==> config.mk <==
export PLATFORM = sky130hd
export DESIGN_NAME = dcpt_timer
export DESIGN_NICKNAME = d
export VERILOG_FILES = /design/src/dcpt_pkg.sv /design/src/dcpt_sync_edge.sv /design/src/dcpt_timer.sv
export SDC_FILE = /design/constraint.sdc
export NUM_CORES = 1
export LEC_CHECK = 0
export ABC_CLOCK_PERIOD_IN_PS = 6550
export BUFFER_PORTS_ARGS = -buffer_cell sky130_fd_sc_hd__buf_2
export CAP_MARGIN = 10
export CORE_MARGIN = 2
export CORE_UTILIZATION = 59
export CTS_BUF_LIST = sky130_fd_sc_hd__clkbuf_4 sky130_fd_sc_hd__clkbuf_8 sky130_fd_sc_hd__clkbuf_16
export CTS_CLUSTER_DIAMETER = 50
export CTS_CLUSTER_SIZE = 14
export DETAILED_ROUTE_END_ITERATION = 8
export GPL_TIMING_DRIVEN = 0
export PLACE_DENSITY = 0.93
export SKIP_CTS_REPAIR_TIMING = 1
export SYNTH_ARGS = -nofsm -noshare
export SYNTH_HDL_FRONTEND = slang
export SYNTH_SLANG_ARGS = --single-unit
export TNS_END_PERCENT = 20
==> constraint.sdc <==
create_clock -name clk -period 6.55 [get_ports clk]
set_clock_uncertainty 0.05 [all_clocks]
set_input_delay 0.3275 -clock clk [delete_from_list [all_inputs] [get_ports clk]]
set_output_delay 0.3275 -clock clk [all_outputs]
set_load 0.01 [all_outputs]
==> src/dcpt_pkg.sv <==
// Purpose: shared types and constants of the dual counter pwm/capture timer
// Assumes: one system clock, configuration written as a whole word by software
// Notes:   no register bus; configuration travels as one packed struct
package dcpt_pkg;

  // counter and prescaler widths
  localparam int          CNT_W     = 16;
  localparam int          PRSC_W    = 5;
  // value loaded by a capture preset and by a free running underflow
  localparam logic [15:0] CNT_PRESET = 16'hFFFF;
  // prescaler count at reset
  localparam logic [4:0]  PRSC_RST  = 5'h00;
  // counter and capture register value at reset
  localparam logic [15:0] CNT_RST   = 16'h0000;

  // pending flag positions
  localparam int PEND_A = 0;
  localparam int PEND_B = 1;
  localparam int PEND_C = 2;
  localparam int PEND_D = 3;

  // synchronised pin positions
  localparam int SYN_PIN_A = 0;
  localparam int SYN_PIN_B = 1;
  localparam int SYN_SLOW  = 2;
  localparam int SYN_W     = 3;

  // operating mode
  typedef enum logic {MODE_PWM, MODE_CAPTURE} dcpt_mode_e;

  // counter clock source
  typedef enum logic [2:0] {
    SRC_NONE, SRC_PRESC, SRC_EVENT, SRC_ACCUM, SRC_SLOW
  } dcpt_src_e;

  // software write target
  typedef enum logic [2:0] {
    TGT_NONE, TGT_CRA, TGT_CRB, TGT_CNT1, TGT_CNT2
  } dcpt_tgt_e;

  // configuration word
  typedef struct packed {
    dcpt_mode_e        mode;          // pwm or dual capture
    dcpt_src_e         sel_one;       // counter one source
    dcpt_src_e         sel_two;       // counter two source
    logic [PRSC_W-1:0] prescaler_value; // divide by value plus one
    logic              evt_rising;    // pin b event edge: 1 rising
    logic              accum_high;    // pin b accumulate level: 1 high
    logic              cap_a_rising;  // pin a capture edge: 1 rising
    logic              cap_b_rising;  // pin b capture edge: 1 rising
    logic              preset_a;      // preset counter one on capture a
    logic              preset_b;      // preset counter one on capture b
    logic              pin_a_function_enable; // drive pwm on pin a
    logic              pwm_initial_level;     // pin a level before toggle
    logic [3:0]        irq_enable;    // enables a, b, c, d
  } dcpt_cfg_s;

  // configuration after reset: both counters halted
  localparam dcpt_cfg_s CFG_RST = '{
    mode: MODE_PWM, sel_one: SRC_NONE, sel_two: SRC_NONE,
    prescaler_value: PRSC_RST, default: '0};

  // software data write
  typedef struct packed {
    dcpt_tgt_e        target;  // what is written, none when idle
    logic [CNT_W-1:0] data;    // value written
  } dcpt_wr_s;

endpackage

==> src/dcpt_sync_edge.sv <==
// Purpose: two-stage synchroniser with edge detection for several pins
// Assumes: inputs are asynchronous to clk
// Notes:   edges are detected on the second and third stages only
`timescale 1ns/1ns
`default_nettype none
module dcpt_sync_edge #(
  parameter int W = 3
) (
  // clock and reset
  input  wire logic         clk,
  input  wire logic         rst_n,
  // asynchronous inputs
  input  wire logic [W-1:0] async_in,
  // synchronised level and edges
  output logic      [W-1:0] level,
  output logic      [W-1:0] rise,
  output logic      [W-1:0] fall
);

  logic [W-1:0] meta;   // first stage, read only by the second
  logic [W-1:0] sync;   // second stage
  logic [W-1:0] prev;   // third stage for edge detection

  // register all three stages
  always_ff @(posedge clk or negedge rst_n) begin
    if (!rst_n) begin
      meta <= '0;
      sync <= '0;
      prev <= '0;
    end else begin
      meta <= async_in;
      sync <= meta;
      prev <= sync;
    end
  end

  // level and one-cycle edge pulses
  always_comb begin
    level = sync;
    rise  = sync & ~prev;
    fall  = ~sync & prev;
  end

endmodule
`default_nettype wire

==> src/dcpt_timer.sv <==
// Purpose: dual 16-bit counter timer unit with pwm and dual capture modes
// Assumes: pins and the slow clock are asynchronous and pass two flip-flops
// Notes:   counting simply halts while clk is stopped
//
// Summary of operation
// - two 16-bit counters, two reload/capture registers
// - per-counter source: none, prescaler, event, accumulate, slow
// - 5-bit prescaler ticks every value plus one
// - reset clears prescaler value and down counter
// - event mode counts chosen edge of pin b
// - accumulate counts prescaler ticks while pin b active
// - capture mode stops event and accumulate sources
// - slow clock synchronised; at most quarter rate
// - counters hold while system clock stopped
// - timers disabled after reset until configured
// - pwm mode reloads counter one alternately a, b
// - every pwm start reloads first from a
// - pin a toggles on each pwm mode counter one underflow
// - reload from a sets flag a, b sets b
// - pwm mode counter two underflow sets flag d
// - capture edges copy counter one into a, b
// - preset option loads FFFF after capture
// - capture a, b and underflow set flags a, b, c
// - capture mode counter two underflow sets flag d
// - flags a, b, c drive irq one; d irq two
// - pin a starts at initial level programmed before the start write
`timescale 1ns/1ns
`default_nettype none
module dcpt_timer (
  // clock and reset
  input  wire logic                        clk,
  input  wire logic                        rst_n,
  // configuration from software
  input  wire logic                        cfg_wr,
  input  wire dcpt_pkg::dcpt_cfg_s         cfg_in,
  input  wire dcpt_pkg::dcpt_wr_s          wr_in,
  input  wire logic [3:0]                  pend_clr,
  // external pins and slow clock
  input  wire logic                        timer_pin_a_in,
  input  wire logic                        timer_pin_b_in,
  input  wire logic                        low_speed_clock,
  output logic                             timer_pin_a_out,
  output logic                             timer_pin_a_oe,
  // state shown to software
  output logic [dcpt_pkg::CNT_W-1:0]       counter_one,
  output logic [dcpt_pkg::CNT_W-1:0]       counter_two,
  output logic [dcpt_pkg::CNT_W-1:0]       reload_capture_a,
  output logic [dcpt_pkg::CNT_W-1:0]       reload_capture_b,
  output logic [3:0]                       pending_flags,
  output logic                             timer_irq_one,
  output logic                             timer_irq_two
);

  localparam int CW = dcpt_pkg::CNT_W;
  localparam logic [CW-1:0] CNT_ZERO = dcpt_pkg::CNT_RST; // underflow test value

  dcpt_pkg::dcpt_cfg_s            cfg;        // active configuration
  dcpt_pkg::dcpt_cfg_s            next_cfg;
  logic [dcpt_pkg::PRSC_W-1:0]    presc_cnt;  // prescaler down counter
  logic [dcpt_pkg::PRSC_W-1:0]    next_presc_cnt;
  logic                           presc_tick; // one-cycle prescaler output
  logic [dcpt_pkg::SYN_W-1:0]     syn_level;  // synchronised pins
  logic [dcpt_pkg::SYN_W-1:0]     syn_rise;
  logic [dcpt_pkg::SYN_W-1:0]     syn_fall;
  logic                           tick_one;   // counter one clock enable
  logic                           tick_two;   // counter two clock enable
  logic                           cap_a_evt;  // valid capture edge on pin a
  logic                           cap_b_evt;  // valid capture edge on pin b
  logic                           restart;    // pwm sequence restarts at a
  logic                           use_b;      // next pwm reload from b
  logic                           next_use_b;
  logic [CW-1:0]                  next_cnt1;
  logic [CW-1:0]                  next_cnt2;
  logic [CW-1:0]                  next_cra;
  logic [CW-1:0]                  next_crb;
  logic [3:0]                     next_pend;
  logic [3:0]                     pend_set;   // events of this cycle
  logic                           next_pin_a;
  logic                           next_oe;
  logic                           next_irq1;
  logic                           next_irq2;
  logic                           pwm_mode;

  // synchronise pin a, pin b and the slow clock
  dcpt_sync_edge #(
    .W (dcpt_pkg::SYN_W)
  ) u_sync (
    .clk      (clk),
    .rst_n    (rst_n),
    .async_in ({low_speed_clock, timer_pin_b_in, timer_pin_a_in}),
    .level    (syn_level),
    .rise     (syn_rise),
    .fall     (syn_fall)
  );

  // clock enable for one counter from its selected source
  function automatic logic src_tick(input dcpt_pkg::dcpt_src_e sel,
                                    input logic cap, input logic ptick,
                                    input logic b_edge, input logic b_act,
                                    input logic slow);
    case (sel)
      dcpt_pkg::SRC_NONE:  src_tick = 1'b0;                 // halted
      dcpt_pkg::SRC_PRESC: src_tick = ptick;
      dcpt_pkg::SRC_EVENT: src_tick = !cap && b_edge;
      dcpt_pkg::SRC_ACCUM: src_tick = !cap && ptick && b_act;
      dcpt_pkg::SRC_SLOW:  src_tick = slow;
      default:             src_tick = 1'b0;
    endcase
  endfunction

  // configuration: reset leaves both counters without a clock
  always_comb begin
    next_cfg = cfg;
    if (cfg_wr) begin
      next_cfg = cfg_in;
    end
  end

  always_ff @(posedge clk or negedge rst_n) begin
    if (!rst_n) begin
      cfg <= dcpt_pkg::CFG_RST;
    end else begin
      cfg <= next_cfg;
    end
  end

  // prescaler: tick on zero, then reload the programmed value
  always_comb begin
    presc_tick = (presc_cnt == dcpt_pkg::PRSC_RST);
    if (presc_tick) begin
      next_presc_cnt = cfg.prescaler_value;
    end else begin
      next_presc_cnt = presc_cnt - 1'b1;
    end
  end

  always_ff @(posedge clk or negedge rst_n) begin
    if (!rst_n) begin
      presc_cnt <= dcpt_pkg::PRSC_RST;
    end else begin
      presc_cnt <= next_presc_cnt;
    end
  end

  // source selection and capture edges
  always_comb begin
    pwm_mode  = (cfg.mode == dcpt_pkg::MODE_PWM);
    tick_one  = src_tick(cfg.sel_one, !pwm_mode, presc_tick,
                  cfg.evt_rising ? syn_rise[dcpt_pkg::SYN_PIN_B]
                                 : syn_fall[dcpt_pkg::SYN_PIN_B],
                  syn_level[dcpt_pkg::SYN_PIN_B] == cfg.accum_high,
                  syn_rise[dcpt_pkg::SYN_SLOW]);
    tick_two  = src_tick(cfg.sel_two, !pwm_mode, presc_tick,
                  cfg.evt_rising ? syn_rise[dcpt_pkg::SYN_PIN_B]
                                 : syn_fall[dcpt_pkg::SYN_PIN_B],
                  syn_level[dcpt_pkg::SYN_PIN_B] == cfg.accum_high,
                  syn_rise[dcpt_pkg::SYN_SLOW]);
    cap_a_evt = !pwm_mode && (cfg.cap_a_rising ? syn_rise[dcpt_pkg::SYN_PIN_A]
                                               : syn_fall[dcpt_pkg::SYN_PIN_A]);
    cap_b_evt = !pwm_mode && (cfg.cap_b_rising ? syn_rise[dcpt_pkg::SYN_PIN_B]
                                               : syn_fall[dcpt_pkg::SYN_PIN_B]);
    // stopped, left mode 0, or counter one source or mode rewritten
    restart   = !pwm_mode || cfg.sel_one == dcpt_pkg::SRC_NONE ||
                (cfg_wr && (cfg_in.sel_one != cfg.sel_one ||
                            cfg_in.mode != cfg.mode));
  end

  // counters, capture registers, pin a and pending flags
  always_comb begin
    next_cnt1  = counter_one;
    next_cnt2  = counter_two;
    next_cra   = reload_capture_a;
    next_crb   = reload_capture_b;
    next_use_b = use_b;
    next_pin_a = timer_pin_a_out;
    pend_set   = 4'h0;
    // software writes lose against hardware updates below
    case (wr_in.target)
      dcpt_pkg::TGT_CRA:  next_cra  = wr_in.data;
      dcpt_pkg::TGT_CRB:  next_crb  = wr_in.data;
      dcpt_pkg::TGT_CNT1: next_cnt1 = wr_in.data;
      dcpt_pkg::TGT_CNT2: next_cnt2 = wr_in.data;
      default:            next_cnt1 = counter_one;
    endcase
    if (pwm_mode) begin
      if (restart) begin
        next_use_b = 1'b0;
        next_pin_a = cfg.pwm_initial_level;
      end else if (tick_one) begin
        if (counter_one == CNT_ZERO) begin
          // underflow: alternate reload source and toggle pin
          next_cnt1  = use_b ? reload_capture_b : reload_capture_a;
          pend_set[use_b ? dcpt_pkg::PEND_B : dcpt_pkg::PEND_A] = 1'b1;
          next_use_b = !use_b;
          next_pin_a = !timer_pin_a_out;
        end else begin
          next_cnt1 = counter_one - 1'b1;
        end
      end
    end else begin
      next_use_b = 1'b0;
      next_pin_a = cfg.pwm_initial_level;
      if (tick_one) begin
        if (counter_one == CNT_ZERO) begin
          // free running underflow
          next_cnt1 = dcpt_pkg::CNT_PRESET;
          pend_set[dcpt_pkg::PEND_C] = 1'b1;
        end else begin
          next_cnt1 = counter_one - 1'b1;
        end
      end
      if (cap_a_evt) begin
        next_cra = counter_one;
        pend_set[dcpt_pkg::PEND_A] = 1'b1;
      end
      if (cap_b_evt) begin
        next_crb = counter_one;
        pend_set[dcpt_pkg::PEND_B] = 1'b1;
      end
      if ((cap_a_evt && cfg.preset_a) || (cap_b_evt && cfg.preset_b)) begin
        next_cnt1 = dcpt_pkg::CNT_PRESET;
      end
    end
    // counter two: plain timer in both modes
    if (tick_two) begin
      if (counter_two == CNT_ZERO) begin
        next_cnt2 = dcpt_pkg::CNT_PRESET;
        pend_set[dcpt_pkg::PEND_D] = 1'b1;
      end else begin
        next_cnt2 = counter_two - 1'b1;
      end
    end
    // set wins over a clear in the same cycle
    next_pend = (pending_flags & ~pend_clr) | pend_set;
    next_oe   = pwm_mode && cfg.pin_a_function_enable;
    next_irq1 = |(next_pend[2:0] & cfg.irq_enable[2:0]);
    next_irq2 = next_pend[dcpt_pkg::PEND_D] &&
                cfg.irq_enable[dcpt_pkg::PEND_D];
  end

  // state registers: counting moves only on clk edges, so a stopped clk holds it
  always_ff @(posedge clk or negedge rst_n) begin
    if (!rst_n) begin
      counter_one      <= dcpt_pkg::CNT_RST;
      counter_two      <= dcpt_pkg::CNT_RST;
      reload_capture_a <= dcpt_pkg::CNT_RST;
      reload_capture_b <= dcpt_pkg::CNT_RST;
      use_b            <= 1'b0;
      timer_pin_a_out  <= 1'b0;
      timer_pin_a_oe   <= 1'b0;
      pending_flags    <= 4'h0;
      timer_irq_one    <= 1'b0;
      timer_irq_two    <= 1'b0;
    end else begin
      counter_one      <= next_cnt1;
      counter_two      <= next_cnt2;
      reload_capture_a <= next_cra;
      reload_capture_b <= next_crb;
      use_b            <= next_use_b;
      timer_pin_a_out  <= next_pin_a;
      timer_pin_a_oe   <= next_oe;
      pending_flags    <= next_pend;
      timer_irq_one    <= next_irq1;
      timer_irq_two    <= next_irq2;
    end
  end

  logic sw_idle;  // no data write and no configuration write this cycle
  assign sw_idle = (wr_in.target == dcpt_pkg::TGT_NONE) && !cfg_wr;
endmodule
`default_nettype wire

Yosys cells after proc, flatten, opt, wreduce, memory -nomap -nowiden
Cells that the tools add are included.
{"block": "op_classes", "n_addsub": 3, "magnitude_cmp": 2, "eq_ne": 15, "n_mux": 46, "n_bitwise": 9, "n_reduce_logical": 26}
{"cell": "two-way mux 16 bit", "n": 18}
{"cell": "zero test 16 bit", "n": 2}
{"cell": "subtractor 16 x 1 -> 16 bit (second input constant)", "n": 2}
{"cell": "two-way mux 1 bit", "n": 20}
{"cell": "== test 3 x 2 -> 1 bit (second input constant)", "n": 6}
{"cell": "two-way mux 4 bit", "n": 3}
{"cell": "logical AND 1 bit", "n": 11}
{"cell": "== test 3 x 1 -> 1 bit (second input constant)", "n": 3}
{"cell": "== test 3 bit (second input constant)", "n": 3}
{"cell": "case mux 1 bit (4 select lines)", "n": 2}
{"cell": "bitwise AND 3 bit", "n": 2}
{"cell": "nonzero test 3 bit", "n": 2}
{"cell": "zero test 5 bit", "n": 1}
{"cell": "two-way mux 5 bit", "n": 1}
{"cell": "subtractor 5 x 1 -> 5 bit (second input constant)", "n": 1}
{"cell": "bitwise AND 4 bit", "n": 1}
{"cell": "logical OR 1 bit", "n": 4}
{"cell": "NOT 4 bit", "n": 1}
{"cell": "OR 4 bit", "n": 1}
{"cell": "zero test 3 bit", "n": 1}
{"cell": "< comparator 1 x 3 -> 1 bit (second input constant)", "n": 1}
{"cell": "two-way mux 3 bit", "n": 1}
{"cell": "inequality test 3 bit", "n": 1}
{"cell": "NOT 3 bit", "n": 1}
{"cell": "11 further kinds", "n": 12}
{"block": "word_totals", "ff_bits": 111, "input_bits": 53, "out_inout_bits": 72, "word_cells": 128}

Longest topological paths before layout
Gate-level depths: netlist of run 1.
{"block": "depth", "ltp_word": 14, "ltp_mapped": 9, "mapped_depth_nobuf": 8}

Modules after synthesis
Synthesis of run 1 repeated with hierarchy kept, for this count alone.
{"block": "unflattened", "cells_unflattened": 622, "area_unflattened_um2": 6268.5}
{"mod": "dcpt_timer", "n_inst": 1, "cells_per_inst": 607, "area_each_um2": 5990.7, "seq_area_each_um2": 2552.4}
{"mod": "dcpt_sync_edge", "n_inst": 1, "cells_per_inst": 15, "area_each_um2": 277.8, "seq_area_each_um2": 225.2}

Least setup slack after synthesis of run 1
OpenSTA, ideal clock, no wires.
{"block": "synth_path", "path_kind": "register to register", "start": "register counter_one[8] (netlist bit)", "end": "register counter_one[4] (netlist bit)", "setup_time_ps": 126, "arrival_time_ps": 2233, "required_ps": 6374, "setup_slack_ps": 4141, "stages_incl_launch_ff": 9, "n_path_buf": 2, "period_less_slack_ps": 2409, "cell_sequence": "dfrtp_1 > buf_2 > nor4_2 > nand3b_1 > or4_1 > buf_2 > a211oi_2 > a211oi_1 > o32a_1"}
{"block": "synth_between", "elab_chain_cells": 5, "word_cells_on_any_way": 8, "cone_classes": "mux: 7; reduce/logical: 1"}
{"item": "start: declaration", "line_no": "dcpt_timer.sv:45", "text": "output logic [dcpt_pkg::CNT_W-1:0] counter_one,"}
{"item": "start signal: assignment", "line_no": "dcpt_timer.sv:244", "text": "counter_one <= dcpt_pkg::CNT_RST;"}
{"item": "start signal: assignment", "line_no": "dcpt_timer.sv:255", "text": "counter_one <= next_cnt1;"}
{"item": "zero test 16 bit (*)", "line_no": "dcpt_timer.sv:190, dcpt_timer.sv:204"}
{"item": "two-way mux 16 bit, on equally long branches", "line_no": "dcpt_timer.sv:190, dcpt_timer.sv:204"}
{"item": "two-way mux 16 bit, on equally long branches", "line_no": "dcpt_timer.sv:189, dcpt_timer.sv:203"}
{"item": "two-way mux 16 bit, on equally long branches", "line_no": "dcpt_timer.sv:186, dcpt_timer.sv:220"}
{"item": "two-way mux 16 bit (*)", "line_no": "dcpt_timer.sv:185", "text": "if (pwm_mode) begin"}
{"item": "via next_cnt1[4]", "line_no": "dcpt_timer.sv:72", "text": "logic [CW-1:0] next_cnt1;"}
Mark *: on every way through the listed nets, which the timed path passes. The rest lies on a longest branch.
A chain may end at the register's enable or synchronous reset.

Worst setup path after layout of run 1
{"block": "layout_path", "start": "register presc_cnt[0] (netlist bit)", "end": "register counter_one[4] (netlist bit)"}
{"block": "layout_between", "elab_chain_cells": 7, "word_cells_on_any_way": 9, "cone_classes": "mux: 6; reduce/logical: 3"}
{"item": "start: declaration", "line_no": "dcpt_timer.sv:59", "text": "logic [dcpt_pkg::PRSC_W-1:0] presc_cnt;"}
{"item": "start signal: assignment", "line_no": "dcpt_timer.sv:139", "text": "presc_cnt <= dcpt_pkg::PRSC_RST;"}
{"item": "start signal: assignment", "line_no": "dcpt_timer.sv:141", "text": "presc_cnt <= next_presc_cnt;"}
{"item": "zero test 5 bit (*)", "line_no": "dcpt_timer.sv:129", "text": "presc_tick = (presc_cnt == dcpt_pkg::PRSC_RST);"}
{"item": "logical AND 1 bit (2 in series)", "line_no": "dcpt_timer.sv:105", "text": "dcpt_pkg::SRC_ACCUM: src_tick = !cap && ptick && b_act;"}
{"item": "case mux 1 bit (4 select lines) (*)", "line_no": "dcpt_timer.sv:101", "text": "case (sel)"}
{"item": "two-way mux 16 bit, on equally long branches", "line_no": "dcpt_timer.sv:189, dcpt_timer.sv:203"}
{"item": "two-way mux 16 bit, on equally long branches", "line_no": "dcpt_timer.sv:186, dcpt_timer.sv:220"}
{"item": "two-way mux 16 bit (*)", "line_no": "dcpt_timer.sv:185"}
{"item": "via next_cnt1[4]", "line_no": "dcpt_timer.sv:72"}
Marks and branches as above.

==> flow_metrics.tcl, run 1 <==
set metrics [dict create \
    crit_arrival_ns 3.20 \
    hold_viol 0 \
    synth_edf_count 0 \
    antenna_found_initial 0 \
    worstSetupEndpointType "register" \
    outcome "complete, no violations" \
    grt-ovfl-total 0 \
    clock_path_buffers 2 \
    die-area_um2 11380 \
    path_clk_slew_ns 0.10 \
    vias 5750 \
    crit_type "register to register" \
    p_total_mw 2.295 \
    drt_iter0_drc 632 \
    crit_required_ns 6.77 \
    fmax_mhz 335.7 \
    synthesis.instances 625 \
    rsz0062_at_grt "no" \
    n_antenna_cell 0 \
    routed_via_density 6.354 \
    finalCriticalPeriod_ns 2.979 \
    io_buffers 123 \
    yosys_warnings 0 \
    htree_num_levels 3 \
    yosysSeqAreaShare_pct 44.65 \
    vdd_drop_max_v 0.0001803 \
    syn_area_um2 6221 \
    grtUsageTotal_pct 32.01 \
    drtAntennaViolNets 0 \
    pre_cts_ws_ns 3.628 \
    drc 0 \
    nNetsFinal 823 \
    multi_input_area_um2 3186 \
    synth_top_family_by_area "simple AND/OR/NAND/NOR gates" \
    p_leak_nw 3.136 \
    grt_max_degree 74 \
    core-area_um2 10280 \
    drive_above_1_share_pct 24.06 \
    slew_violations 0 \
    wire_per_inst_um 19.98 \
    synth-compound-area-share_pct 15.14 \
    grt_pass1_vias 5681 \
    syn_to_final_growth_pct 17.24 \
    pin_count 125 \
    placed_cells 885 \
    fp.dieW_um 106.7 \
    cp_slowest_stage_delay_ns 0.65 \
    cp_cell_sequence "inv_1 > ha_1 > nor4b_2 > and3b_1 > a211oi_2 > nor3_4 > buf_4 > nor2_1 > o32a_1" \
    clock_latency_ns 0.39 \
    hpwlAfterDp_um 13000 \
    clkSinkCount 111 \
    setup_tns_ns 0 \
    synthAdderAreaFrac_pct 1.207 \
    crit_slowest_cell "nor4b_2" \
    fillers 752 \
    pwr_density_cell_nw_per_um2 314.6 \
    rows 37 \
    rr_worst_depth 9 \
    synth_nets 684 \
    ff_latch_area_um2 2778 \
    hold_path.class "input pin to register" \
    period_share_pct 45.47 \
    worstHoldPathCells 2 \
    first_pass_iters 6 \
    wl_um 18090 \
    max-cap-violations 0 \
    synthMuxAreaShare_pct 15.69 \
    synthFlopType "dfrtp_1" \
    fin_cells 905 \
    grt_pass1_wl_um 28580 \
    dieHeight_um 106.7 \
    gp_congestion 0.9608 \
    root_buffer "clkbuf_8" \
    initial_core_util_pct 60.53 \
    yosysTopAreaCell "dfrtp_1" \
    start_kind "register" \
    setup_viol 0 \
    synthSimpleGateAreaFrac_pct 16.35 \
    cts_made_buffers 9 \
    synthArstFlopShare_pct 100.0 \
    worstMarginPinSlew_ns 0.9777 \
    post_synth.cell_area_avg_um2 9.954 \
    synth-seq-cells 111 \
    synth.distinct_cells 65 \
    synthTopCellsByArea "dfrtp_1 45%, mux2i_1 12%, nor2_1 4.2%" \
    cts_tree "done" \
    synth_top_area_share_pct 44.65 \
    synth-xor-area-share_pct 2.816 \
    layout_setup_ws_ns 3.571 \
    path_max_fanout 10 \
    slew-limit-headroom_pct 34.82 \
]
==> worst paths after layout <==
path	from	end	slack [ns]
max in group asynchronous	rst_n	u_sync.meta[1]	5.32
worst max register to register	presc_cnt[0]	counter_one[4]	3.57
min in group asynchronous	rst_n	reload_capture_a[5]	0.40
worst max-delay path	presc_cnt[0]	counter_one[4]	3.57
worst min-delay path	pend_clr[3]	pending_flags[3]	0.08
worst min register to register	u_sync.meta[1]	u_sync.level[1]	0.31
==> registers in the layout (all words and copies together) (netlist names), 3 cells and up <==
name and cells:
u_sync.prev 3, presc_cnt 5, u_sync.meta 3, pending_flags 4, reload_capture_a 16, counter_two 16
counter_one 16, cfg 24, reload_capture_b 16, u_sync.level 3
==> through the flow <==
stage          utilization, %  hold WS [ns]  cell area, µm²
2_1_floorplan               -      -0.01809            6221
3_3_place_gp            68.18        0.2829            7007
3_5_place_dp            68.47        0.2864            7037
4_1_cts                 70.57       -0.1244            7253
5_1_grt                 70.96        0.1025            7293
6_report                70.96       0.08371            7293
==> layer usage <==
metal | up-vias | GRT usage [%] | share of wire (%) | wire length (µm)
li1 | 2558 | - | - | -
met1 | 2758 | 41.98 | 39 | 7100
met2 | 371 | 50.05 | 47 | 8536
met3 | 63 | 7.234 | 8.9 | 1609
met4 | 0 | 16.33 | 4.6 | 840
met5 | - | 0 | 0 | 0
==> layout make-up <==
class | count | area share (%)
Multi-Input combinational cell | 451 | 43.68
Sequential cell | 111 | 38.09
Timing Repair Buffer | 128 | 9.401
Buffer | 42 | 2.453
Tap cell | 136 | 2.333
Clock buffer | 13 | 2.282
Inverter | 21 | 1.081
Clock inverter | 3 | 0.6862
==> cells by family (layout without fill, tap and decap cells) <==
kind of cell / after synthesis / in the layout
AO/OA/AOI/OAI: 142 / 142
flip-flops: 111 / 111
XOR/XNOR: 20 / 20
AND/OR/NAND/NOR: 188 / 188
adder cells (fa/ha/maj): 6 / 6
buffers and inverters: 63 / 207
multiplexers: 95 / 95
==> cells in the mapped netlist, types with 2 or more instances <==
cell       count
a211oi_2       3
xor2_1        10
nor4_1         4
a2111oi_0      2
a22oi_1        5
or2_2          2
nor2b_1        5
nand4_1        2
nor3_1        28
clkbuf_1      28
or3b_1         2
buf_2          8
inv_1         21
nor2_1        70
nand2b_1       3
and2_1         5
mux2_2        20
a211oi_1      14
nand3_1        3
xnor2_1       10
o21ai_0       19
nand2_1       19
o22ai_1       13
a221o_1        2
o21bai_1       2
buf_1          4
or3_1          3
a31oi_1        2
o21ai_1        3
a311oi_1       2
o32a_1        14
nor4_2         2
mux2i_1       75
ha_1           6
o31a_1         2
or4_1          2
nand3b_1       4
a21oi_1       49
and3b_1        3
nor3b_1        9
dfrtp_1      111
and3_1        11
==> placed cells by master (no fill, tap or decap), types with 19 or more instances in the layout <==
cell	count
buf_2	130
dfrtp_1	111
mux2i_1	75
nor2_1	70
a21oi_1	49
clkbuf_1	28
nor3_1	28
inv_1	21
mux2_2	20
o21ai_0	19
nand2_1	19
==> worst max-delay path, delay by kind of cell, from the launching register on <==
family	cells	cell delay (ns)
flip-flops	1	0.41
buffers and inverters	2	0.35
AND/OR/NAND/NOR	4	1.37
adder cells (fa/ha/maj)	1	0.18
AO/OA/AOI/OAI	2	0.51
==> power breakdown <==
part	switching, mW	internal (mW)	total, mW
combinational	0.448	0.356	0.804
clock	0.237	0.210	0.447
sequential	0.196	0.848	1.04
total	0.881	1.41	2.29
Note: power is estimated with default switching activity, not from simulation.
==> inputs of run 2 (changes only) <==
--- a/config.mk
+++ b/config.mk
@@ -5,17 +5,17 @@
 export SDC_FILE = /design/constraint.sdc
 export NUM_CORES = 1
 export LEC_CHECK = 0
-export ABC_CLOCK_PERIOD_IN_PS = 6550
+export ABC_CLOCK_PERIOD_IN_PS = 2940
 export BUFFER_PORTS_ARGS = -buffer_cell sky130_fd_sc_hd__buf_2
 export CAP_MARGIN = 10
 export CORE_MARGIN = 2
-export CORE_UTILIZATION = 59
+export CORE_UTILIZATION = 56
 export CTS_BUF_LIST = sky130_fd_sc_hd__clkbuf_4 sky130_fd_sc_hd__clkbuf_8 sky130_fd_sc_hd__clkbuf_16
 export CTS_CLUSTER_DIAMETER = 50
 export CTS_CLUSTER_SIZE = 14
 export DETAILED_ROUTE_END_ITERATION = 8
 export GPL_TIMING_DRIVEN = 0
-export PLACE_DENSITY = 0.93
+export PLACE_DENSITY = 0.89
 export SKIP_CTS_REPAIR_TIMING = 1
 export SYNTH_ARGS = -nofsm -noshare
 export SYNTH_HDL_FRONTEND = slang
==> constraint.sdc (replaced) <==
create_clock -name clk -period 2.94 [get_ports clk]
set_clock_uncertainty 0.05 [all_clocks]
set_input_delay 0.147 -clock clk [delete_from_list [all_inputs] [get_ports clk]]
set_output_delay 0.147 -clock clk [all_outputs]
set_load 0.01 [all_outputs]
==> run 2 against run 1 <==
Compared with the run above:
- combinational power increased by 130%
- sequential share of layout area fell by 1.3 points
- die area rose by 5.2%
- final cell count grew 3.2%
==> flow_metrics.tcl, run 2 (synthesis results as in run 1) <==
set metrics [dict create \
    antenna_found_initial 0 \
    cp_slowest_stage_delay_ns 0.45 \
    slew-limit-headroom_pct 34.82 \
    clock_path_buffers 2 \
    setup_tns_ns 0 \
    pwr_density_cell_nw_per_um2 675.5 \
    wire_per_inst_um 20.01 \
    io_buffers 123 \
    worstMarginPinSlew_ns 0.9777 \
    finalCriticalPeriod_ns 2.764 \
    htree_num_levels 3 \
    initial_core_util_pct 57.39 \
    grt-ovfl-total 0 \
    nNetsFinal 848 \
    final_area_um2 7555 \
    hold_path.class "input pin to register" \
    setup_viol 0 \
    die-area_um2 11970 \
    finish.utilization_pct 69.69 \
    routed_via_density 6.117 \
    path_max_fanout 10 \
    grtUsageTotal_pct 31.36 \
    drtAntennaViolNets 0 \
    rsz0062_at_grt "no" \
    period_share_pct 94.01 \
    drt_iter0_drc 465 \
    vias 5713 \
    hpwlAfterDp_um 13070 \
    grt_max_degree 71 \
    fmax_mhz 361.8 \
    p_leak_nw 3.250 \
    slew_violations 0 \
    whs_ns 0.02622 \
    crit_arrival_ns 3.03 \
    vdd_drop_max_v 0.0003489 \
    crit_type "register to register" \
    wl_um 18690 \
    crit_required_ns 3.21 \
    syn_to_final_growth_pct 21.44 \
    rows 38 \
    pin_count 125 \
    dpl_cell_area_um2 7042 \
    first_pass_iters 5 \
    path_clk_slew_ns 0.11 \
    core-area_um2 10840 \
    placed_cells 889 \
    clock_latency_ns 0.38 \
    top_register "cfg" \
    dieHeight_um 109.4 \
    ff2ff_setup_slack_ns 0.18 \
    cts_tree "done" \
    root_buffer "clkbuf_8" \
    max-cap-violations 0 \
    cts_made_buffers 9 \
    crit_slowest_cell "dfrtp_1" \
    outcome "complete, no violations" \
    hold_viol 0 \
    final_common_cell "buf_2" \
    start_kind "register" \
    drc 0 \
    cp_cell_sequence "xor2_1 > o41ai_1 > and3_1 > clkbuf_1 > nand2_1 > buf_2 > a211oi_1 > o32a_1" \
    grt_pass1_vias 5568 \
    gp_congestion 0.9357 \
    largest_reg_flops 24 \
    worstSetupEndpointType "register" \
    fin_cells 934 \
    n_antenna_cell 0 \
    fp.dieW_um 109.4 \
    drive_above_1_share_pct 23.68 \
    clkSinkCount 111 \
    most-common-layout-cells "130 x buf_2, 111 x dfrtp_1, 75 x mux2i_1, 70 x nor2_1, 49 x a21oi_1" \
    grt_pass1_wl_um 28690 \
]
[run 2: cell types whose count changed in the layout (fill, tap and decap cells not counted), sizes merged]
cell and change:
clkinv +2, clkbuf -3, dlygate4sd3 +25, inv +1
[run 2: worst paths after layout]
path | from | end | cells past startpoint
min reg2reg | u_sync.meta[0] | u_sync.level[0] | 0
max in group asynchronous | rst_n | counter_one[13] | 3
max | cfg[22] | counter_one[10] | 8
max reg2reg | cfg[22] | counter_one[10] | 8
min | pend_clr[2] | pending_flags[2] | 3
min in group asynchronous | rst_n | counter_two[5] | 2
[run 2: final cells by class]
class,instances,area [µm²]
clock buffers,10,131.4
multi-input cells,451,3194
fillers,865,3286
well taps,140,175.2
clock inverters,6,78.83
repair buffers,153,935.9
plain buffers,42,182.7
inverters,21,78.83
flip-flops and latches,111,2778
[run 2: layer usage]
metal  track usage [%]  vias to the layer above  share of wire, %
met2             51.19                      278                49
li1                  -                     2604                 -
met3             5.572                       44               7.3
met4             15.28                        0               3.1
met1             40.38                     2787                40
met5                 0                        -                 0
[run 2: per-stage QoR]
stage          setup slack [ns]  power (mW)
3_5_place_dp            0.04216       4.076
2_1_floorplan            0.5309       3.363
5_1_grt                0.008833       5.409
4_1_cts              -0.0008098       5.049
3_3_place_gp             0.1343       3.960
6_report                 0.1762       5.103
[run 2: power by group]
part,total [mW],internal (mW),leakage (nW),switching (mW)
Combinational,1.81,0.819,1.89,0.990
Sequential,2.32,1.89,1.25,0.430
Clock,0.976,0.421,0.108,0.555
[run 2: worst max-delay path: cells and delay by family (launching register included)]
kind / cells / cell delay, ns
AO/OA/AOI/OAI: 3 / 0.92
XOR/XNOR: 1 / 0.19
flip-flops: 1 / 0.45
AND/OR/NAND/NOR: 2 / 0.49
buffers and inverters: 2 / 0.59
